**src/shared/dac_update_pkg.sv**
```systemverilog
// package: constants and carriers for the dac channel update control
package dac_update_pkg;
   localparam int          CHANNELS      = 16;
   localparam int          CODE_W        = 16;
   localparam int          CHAN_W        = 4;
   localparam int          RANGE_W       = 3;
   localparam int          CAL_TIME_NS   = 800;
   localparam int          CLK_PERIOD_NS = 8;
   localparam int          CAL_CYCLES    = (CAL_TIME_NS + CLK_PERIOD_NS - 1) / CLK_PERIOD_NS;
   localparam int          CAL_CNT_W     = 8;
   localparam logic [CODE_W-1:0]  CODE_RESET  = 16'h0000;
   localparam logic [RANGE_W-1:0] RANGE_0_5V  = 3'h0;
   localparam logic [RANGE_W-1:0] RANGE_0_10V = 3'h1;
   localparam logic [RANGE_W-1:0] RANGE_PM5V  = 3'h2;
   localparam logic [RANGE_W-1:0] RANGE_PM10V = 3'h3;
   localparam logic [RANGE_W-1:0] RANGE_4_20MA = 3'h4;
   localparam logic [RANGE_W-1:0] RANGE_0_20MA = 3'h5;
   localparam logic [RANGE_W-1:0] RANGE_0_24MA = 3'h6;

   typedef struct packed {
      logic              valid;
      logic [CHAN_W-1:0] channel;
      logic [CODE_W-1:0] output_code_value;
   } code_write_t;

   typedef struct packed {
      logic               valid;
      logic [CHAN_W-1:0]  channel;
      logic [RANGE_W-1:0] range;
      logic               over_range;
      logic               clear_on_chip_clear_enable;
      logic               calibration_load_select;
   } settings_write_t;

   typedef enum logic [2:0] {
      CAL_IDLE = 3'b001,
      CAL_BUSY = 3'b010,
      CAL_DONE = 3'b100
   } cal_state_t;
endpackage : dac_update_pkg

```
**src/verilog/dac_channel_update_control.sv**
```systemverilog
// dac channel update control: pending/active codes, settings, update modes
// How it works
// - one mode bit: 0 single-channel update, 1 simultaneous update
// - single mode: written code reaches output after calibration delay, unless a write to another channel restarts the delay first
// - simultaneous mode: write stores code, output stays unchanged
// - update command in simultaneous mode applies every pending code at the same moment; ignored in single mode
// - each write carries 16-bit code to one channel 0 to 15
// - over-range 1 widens voltage ranges 20 percent; dropped on current ranges
// - clear enable decides whether channel clears on chip clear
// - calibration load 1 fetches gain/offset for range; 0 keeps it
// - after reset all channels 0-5V with unipolar calibration loaded
`timescale 1ns/100ps
module dac_channel_update_control
   import dac_update_pkg::*;
#(
   parameter int NUM_CHANNELS = CHANNELS
) (
   input  wire logic                          clk,
   input  wire logic                          reset_n,
   input  wire logic                          simultaneous_update_select,
   input  wire code_write_t                   code_write,
   input  wire settings_write_t               settings_write,
   input  wire logic                          update_command,
   input  wire logic                          chip_clear,
   output logic [NUM_CHANNELS*CODE_W-1:0]     output_codes,
   output logic [NUM_CHANNELS*RANGE_W-1:0]    output_ranges,
   output logic [NUM_CHANNELS-1:0]            over_range_active,
   output logic [NUM_CHANNELS-1:0]            current_mode,
   output logic [NUM_CHANNELS-1:0]            calibration_fetch,
   output logic                               calibration_busy
);
   logic [CODE_W-1:0]  pending   [NUM_CHANNELS];
   logic [CODE_W-1:0]  active    [NUM_CHANNELS];
   logic [RANGE_W-1:0] range_sel [NUM_CHANNELS];
   logic [NUM_CHANNELS-1:0] ovr, clr_en;
   logic [CODE_W-1:0]  next_pending   [NUM_CHANNELS];
   logic [CODE_W-1:0]  next_active    [NUM_CHANNELS];
   logic [RANGE_W-1:0] next_range_sel [NUM_CHANNELS];
   logic [NUM_CHANNELS-1:0] next_ovr, next_clr_en, next_cal_req;
   cal_state_t         state, next_state;
   logic [CAL_CNT_W-1:0] cal_cnt, next_cal_cnt;
   logic [CHAN_W-1:0]  cal_chan, next_cal_chan;
   logic [NUM_CHANNELS*CODE_W-1:0]  next_output_codes;
   logic [NUM_CHANNELS*RANGE_W-1:0] next_output_ranges;
   logic [NUM_CHANNELS-1:0]         next_over_range_active;
   logic [NUM_CHANNELS-1:0]         next_current_mode;
   logic                            next_calibration_busy;
   // flat copy of the pending codes, only for the update check
   logic [NUM_CHANNELS*CODE_W-1:0]  pending_flat;

   function automatic logic is_current(input logic [RANGE_W-1:0] r);
      is_current = (r == RANGE_4_20MA) || (r == RANGE_0_20MA) || (r == RANGE_0_24MA);
   endfunction : is_current

   function automatic logic [RANGE_W-1:0] legal_range(input logic [RANGE_W-1:0] r);
      legal_range = (r > RANGE_0_24MA) ? RANGE_0_5V : r;
   endfunction : legal_range

   // write-to-output path; calibration delay only matters in single mode
   always_comb begin
      next_state    = state;
      next_cal_cnt  = cal_cnt;
      next_cal_chan = cal_chan;
      for (int i = 0; i < NUM_CHANNELS; i++) begin
         next_pending[i]   = pending[i];
         next_active[i]    = active[i];
         next_range_sel[i] = range_sel[i];
      end
      next_ovr     = ovr;
      next_clr_en  = clr_en;
      next_cal_req = '0;
      if (settings_write.valid) begin
         next_range_sel[settings_write.channel] = legal_range(settings_write.range);
         // over-range silently dropped on current ranges
         next_ovr[settings_write.channel] = settings_write.over_range
            && !is_current(settings_write.range);
         next_clr_en[settings_write.channel] = settings_write.clear_on_chip_clear_enable;
         next_cal_req[settings_write.channel] = settings_write.calibration_load_select;
      end
      if (code_write.valid) begin
         // later write overwrites pending value
         next_pending[code_write.channel] = code_write.output_code_value;
      end
      case (state)
         CAL_IDLE: begin
            if (code_write.valid && !simultaneous_update_select) begin
               next_state    = CAL_BUSY;
               next_cal_cnt  = CAL_CNT_W'(CAL_CYCLES - 1);
               next_cal_chan = code_write.channel;
            end
         end
         CAL_BUSY: begin
            if (code_write.valid && !simultaneous_update_select) begin
               next_cal_cnt  = CAL_CNT_W'(CAL_CYCLES - 1);
               next_cal_chan = code_write.channel;
            end else if (cal_cnt == '0) begin
               next_state = CAL_DONE;
            end else begin
               next_cal_cnt = cal_cnt - 1'b1;
            end
         end
         CAL_DONE: begin
            next_active[cal_chan] = pending[cal_chan];
            next_state = CAL_IDLE;
         end
         default: next_state = CAL_IDLE;
      endcase
      if (update_command && simultaneous_update_select) begin
         for (int i = 0; i < NUM_CHANNELS; i++) begin
            next_active[i] = pending[i];
         end
      end
      if (chip_clear) begin
         for (int i = 0; i < NUM_CHANNELS; i++) begin
            if (clr_en[i]) begin
               next_active[i]  = CODE_RESET;
               next_pending[i] = CODE_RESET;
            end
         end
      end
   end

   always_comb begin
      for (int i = 0; i < NUM_CHANNELS; i++) begin
         next_output_codes[i*CODE_W +: CODE_W]    = next_active[i];
         pending_flat[i*CODE_W +: CODE_W]         = pending[i];
         next_output_ranges[i*RANGE_W +: RANGE_W] = next_range_sel[i];
         next_current_mode[i] = is_current(next_range_sel[i]);
      end
      next_over_range_active = next_ovr;
      next_calibration_busy  = (next_state != CAL_IDLE);
   end

   // reset gives 0-5V everywhere; unipolar calibration fetch requested for all
   always_ff @(posedge clk or negedge reset_n) begin
      if (!reset_n) begin
         for (int i = 0; i < NUM_CHANNELS; i++) begin
            pending[i]   <= CODE_RESET;
            active[i]    <= CODE_RESET;
            range_sel[i] <= RANGE_0_5V;
         end
         ovr               <= '0;
         clr_en            <= '0;
         state             <= CAL_IDLE;
         cal_cnt           <= '0;
         cal_chan          <= '0;
         output_codes      <= '0;
         output_ranges     <= '0;
         over_range_active <= '0;
         current_mode      <= '0;
         calibration_fetch <= '1;
         calibration_busy  <= 1'b0;
      end else begin
         for (int i = 0; i < NUM_CHANNELS; i++) begin
            pending[i]   <= next_pending[i];
            active[i]    <= next_active[i];
            range_sel[i] <= next_range_sel[i];
         end
         ovr               <= next_ovr;
         clr_en            <= next_clr_en;
         state             <= next_state;
         cal_cnt           <= next_cal_cnt;
         cal_chan          <= next_cal_chan;
         output_codes      <= next_output_codes;
         output_ranges     <= next_output_ranges;
         over_range_active <= next_over_range_active;
         current_mode      <= next_current_mode;
         calibration_fetch <= next_cal_req;
         calibration_busy  <= next_calibration_busy;
      end
   end

   // per channel, since the clear enable differs channel by channel
   for (genvar g = 0; g < NUM_CHANNELS; g++) begin : g_clear_chk

   end
endmodule : dac_channel_update_control
```
**config.mk**
```make
export PLATFORM = sky130hd
export DESIGN_NAME = dac_channel_update_control
export DESIGN_NICKNAME = d
export VERILOG_FILES = /design/src/shared/dac_update_pkg.sv /design/src/verilog/dac_channel_update_control.sv
export SDC_FILE = /design/constraint.sdc
export NUM_CORES = 1
export LEC_CHECK = 0
export BUFFER_PORTS_ARGS = -buffer_cell sky130_fd_sc_hd__buf_2
export CAP_MARGIN = 10
export CORE_MARGIN = 2
export CORE_UTILIZATION = 60
export DETAILED_ROUTE_END_ITERATION = 8
export PLACE_DENSITY = 0.82
export SYNTH_ARGS = -nofsm -noshare
export SYNTH_HDL_FRONTEND = slang
export SYNTH_SLANG_ARGS = --single-unit
```
**constraint.sdc**
```tcl
create_clock -name clk -period 4.2 [get_ports clk]
set_clock_uncertainty 0.2 [all_clocks]
set_input_delay 0.84 -clock clk [delete_from_list [all_inputs] [get_ports clk]]
set_output_delay 0.84 -clock clk [all_outputs]
set_load 0.01 [all_outputs]
```
==> results.sh <==
export IMPL_status="finished clean"
export IMPL_required_ns=4.54
export IMPL_fin_setup_tns_ns=0
export IMPL_place_detailed_hpwl_mm=46.6
export IMPL_cts_max_level=2
export IMPL_path_delay_family="simple AND/OR/NAND/NOR gates"
export IMPL_grt_pass1_wl_mm=108
export IMPL_irDropWorstVdd_mv=0.372
export IMPL_layout_min_cycle_time_ns=3.07
export IMPL_io_buffers=389
export IMPL_path_clk_slew_ns=0.06
export IMPL_cts_root_buf="clkbuf_16"
export IMPL_post_cts_buffers=0
export IMPL_die_w_um=207
export IMPL_final_cell_mix="dfrtp_1, nand2_1, buf_2"
export IMPL_wl_mm=71.8
export IMPL_slew_headroom=0.238
export IMPL_yosysSeqAreaShare=0.652
export IMPL_avgSynthCellArea_um2=11.3
export IMPL_place_gp_congestion=0.882
export IMPL_reg2reg_from="cal_chan[2]"
export IMPL_fin_cells=3080
export IMPL_max_cap_violations=0
export IMPL_critPathKind="flip-flop to flip-flop"
export IMPL_clock_path_buffers=3
export IMPL_synth_edff_count=0
export IMPL_ctsResizeCount=0
export IMPL_routedWlPerCell_um=23.3
export IMPL_tightestPinTransition_ns=1.14
export IMPL_die_h_um=207
export IMPL_first_global_vias=18600
export IMPL_critPathMaxFanout=16
export IMPL_syn_nets=2225
export IMPL_slew_violations=0
export IMPL_mostFrequentLayoutCell="dfrtp_1"
export IMPL_nNetsFinal=2537
export IMPL_async_flop_share=1.00
export IMPL_viasPerCell=6.14
export IMPL_cts_sink_count=640
export IMPL_grt_max_degree=95
export IMPL_fp_row_count=74
export IMPL_finalSetupViolations=0
export IMPL_start_util=0.605
export IMPL_drt_pass1_iterations=6
export IMPL_synth_cell_types=50
export IMPL_antenna_found_initial=3
export IMPL_cpMaxStageDelayCell="nor2b_1"
export IMPL_synth_seq_cells=640
export IMPL_ctsHoldBuffers=0
export IMPL_route_detailed_drc=0
export IMPL_final_layout_size_suffix_gt1_frac=0.243
export IMPL_hold_violations=0
export IMPL_cp_end_kind="flip-flop"
export IMPL_grt_ovfl_total=0
export IMPL_cp_start_kind="flip-flop"
export IMPL_power_density_nw_per_um2=523
export IMPL_critPathMaxStageDelay_ns=0.94
export IMPL_crit_chain="or4b_1, o31ai_2, nor2b_1, a22o_1"
export IMPL_worstPathArrival_ns=3.41
export IMPL_core_um2=40600
export IMPL_ys_warn_count=0
export IMPL_tritoncts="yes"
export IMPL_pin_count=390
export IMPL_drtIter0Drc=1805
export IMPL_gr_usage_all_layers=0.337
export IMPL_worstSkewPairLatency_ns=0.63
export IMPL_p_leak_nw=14.4
export IMPL_post_route_period_util=0.732
export IMPL_hold_path_class="input pin to async pin"
export IMPL_fmax_ghz=0.325
export IMPL_critPathBufInv=0
export IMPL_r2r_cells=4
export IMPL_syn_instance_count=2186
export IMPL_cts_buffers=60
export IMPL_rsz0062_at_grt="no"
export IMPL_r2r_end="active[98]"
export IMPL_placed_cells=2968
export IMPL_syn2layout_area_growth_pct=16.9
export IMPL_die_area_um2=42700
export IMPL_route_vias_total=18900
export IMPL_synthFlopType="dfrtp_1"
export IMPL_reg2reg_slack_ns=1.13
export IMPL_syn_area_um2=24600
export IMPL_detail_route_antenna_nets=0
## cells in the mapped netlist, types with 9 or more instances
cell type | count | area share
dfrtp_1 | 623 | 0.63
dfstp_2 | 17 | 0.018
a22o_1 | 256 | 0.091
nand2_1 | 560 | 0.085
o21ai_0 | 9 | 0.0018
nor3_1 | 20 | 0.0041
clkbuf_1 | 138 | 0.021
mux2_2 | 68 | 0.031
a21oi_1 | 257 | 0.052
nand2b_1 | 11 | 0.0028
a21boi_0 | 11 | 0.0034
buf_2 | 27 | 0.0055
nor2_1 | 41 | 0.0063
or3_1 | 9 | 0.0023
and2_1 | 23 | 0.0058
nor2b_1 | 17 | 0.0043
## kinds of logic (layout without fill, tap and decap cells)
logic type	count (synthesis)	count (layout)	synth area share
AND/OR/NAND/NOR	722	722	0.123
flip-flops	640	640	0.652
AO/OA/AOI/OAI	564	564	0.159
buffers and inverters	186	547	0.0325
multiplexers	71	71	0.0323
adder cells (fa/ha/maj)	2	2	0.00102
XOR/XNOR	1	1	0.000356
other	0	1	0
## per-stage QoR
| step | instance area, um^2 | utilization | setup WS (ns) | power, mW | hold slack (ns) |
|---|---|---|---|---|---|
| 2_1_floorplan | 24600 | - | 1.74 | 8.68 | 0.265 |
| 3_3_place_gp | 26800 | 0.660 | 0.927 | 9.68 | 0.261 |
| 3_5_place_dp | 26800 | 0.660 | 0.818 | 9.78 | 0.274 |
| 4_1_cts | 28800 | 0.708 | 1.17 | 15.1 | 0.0647 |
| 5_1_grt | 28800 | 0.708 | 1.01 | 15.6 | 0.0952 |
| 6_report | 28800 | 0.708 | 1.13 | 15.0 | 0.0466 |
## per-layer routing
metal,vias up,GRT usage,share of wire
met5,-,0,0.00019
li1,8143,-,-
met4,2,0.154,0.046
met1,9506,0.454,0.39
met3,215,0.0635,0.089
met2,1041,0.538,0.48
## worst reg2reg max path: stages (launching register included)
cell and delay (ns):
dfrtp_1 0.42, or4b_1 0.74, o31ai_2 0.40, nor2b_1 0.95, a22o_1 0.27
## cell type report
| cell class | count | area, um^2 |
|---|---|---|
| Clock inverter | 12 | 101 |
| Clock buffer | 99 | 1830 |
| Inverter | 8 | 30.0 |
| Timing Repair Buffer | 428 | 2320 |
| Tap cell | 532 | 666 |
| Antenna cell | 1 | 2.50 |
| Sequential cell | 640 | 16000 |
| Multi-Input combinational cell | 1360 | 7770 |
| Fill cell | 2810 | 11900 |
## sequential cells by signal, indices dropped and copies added (netlist names)
register and count:
calibration_fetch 16, pending 256, output_codes 15, current_mode 16, active 241, output_ranges 16, calibration_busy 1, clr_en 16
ovr 16, state 3, cal_chan 4, range_sel 32, cal_cnt 8
## how the worst max path moves through the flow
stage,from,endpoint,slack (ns),cells past startpoint
after floorplan,code_write[17],pending[95],1.74,6
after global placement,code_write[20],pending[114],0.93,5
after detailed placement,code_write[20],pending[118],0.82,5
after CTS,cal_chan[2],active[98],1.17,4
after global routing,cal_chan[2],active[121],1.01,4
final,cal_chan[2],active[98],1.13,4
## report_power, final
part	internal, mW	total [mW]	switching [mW]
sequential	6.94	7.49	0.547
clock	3.02	5.31	2.29
combinational	0.861	2.25	1.39
(Power assumes the default switching activity.)
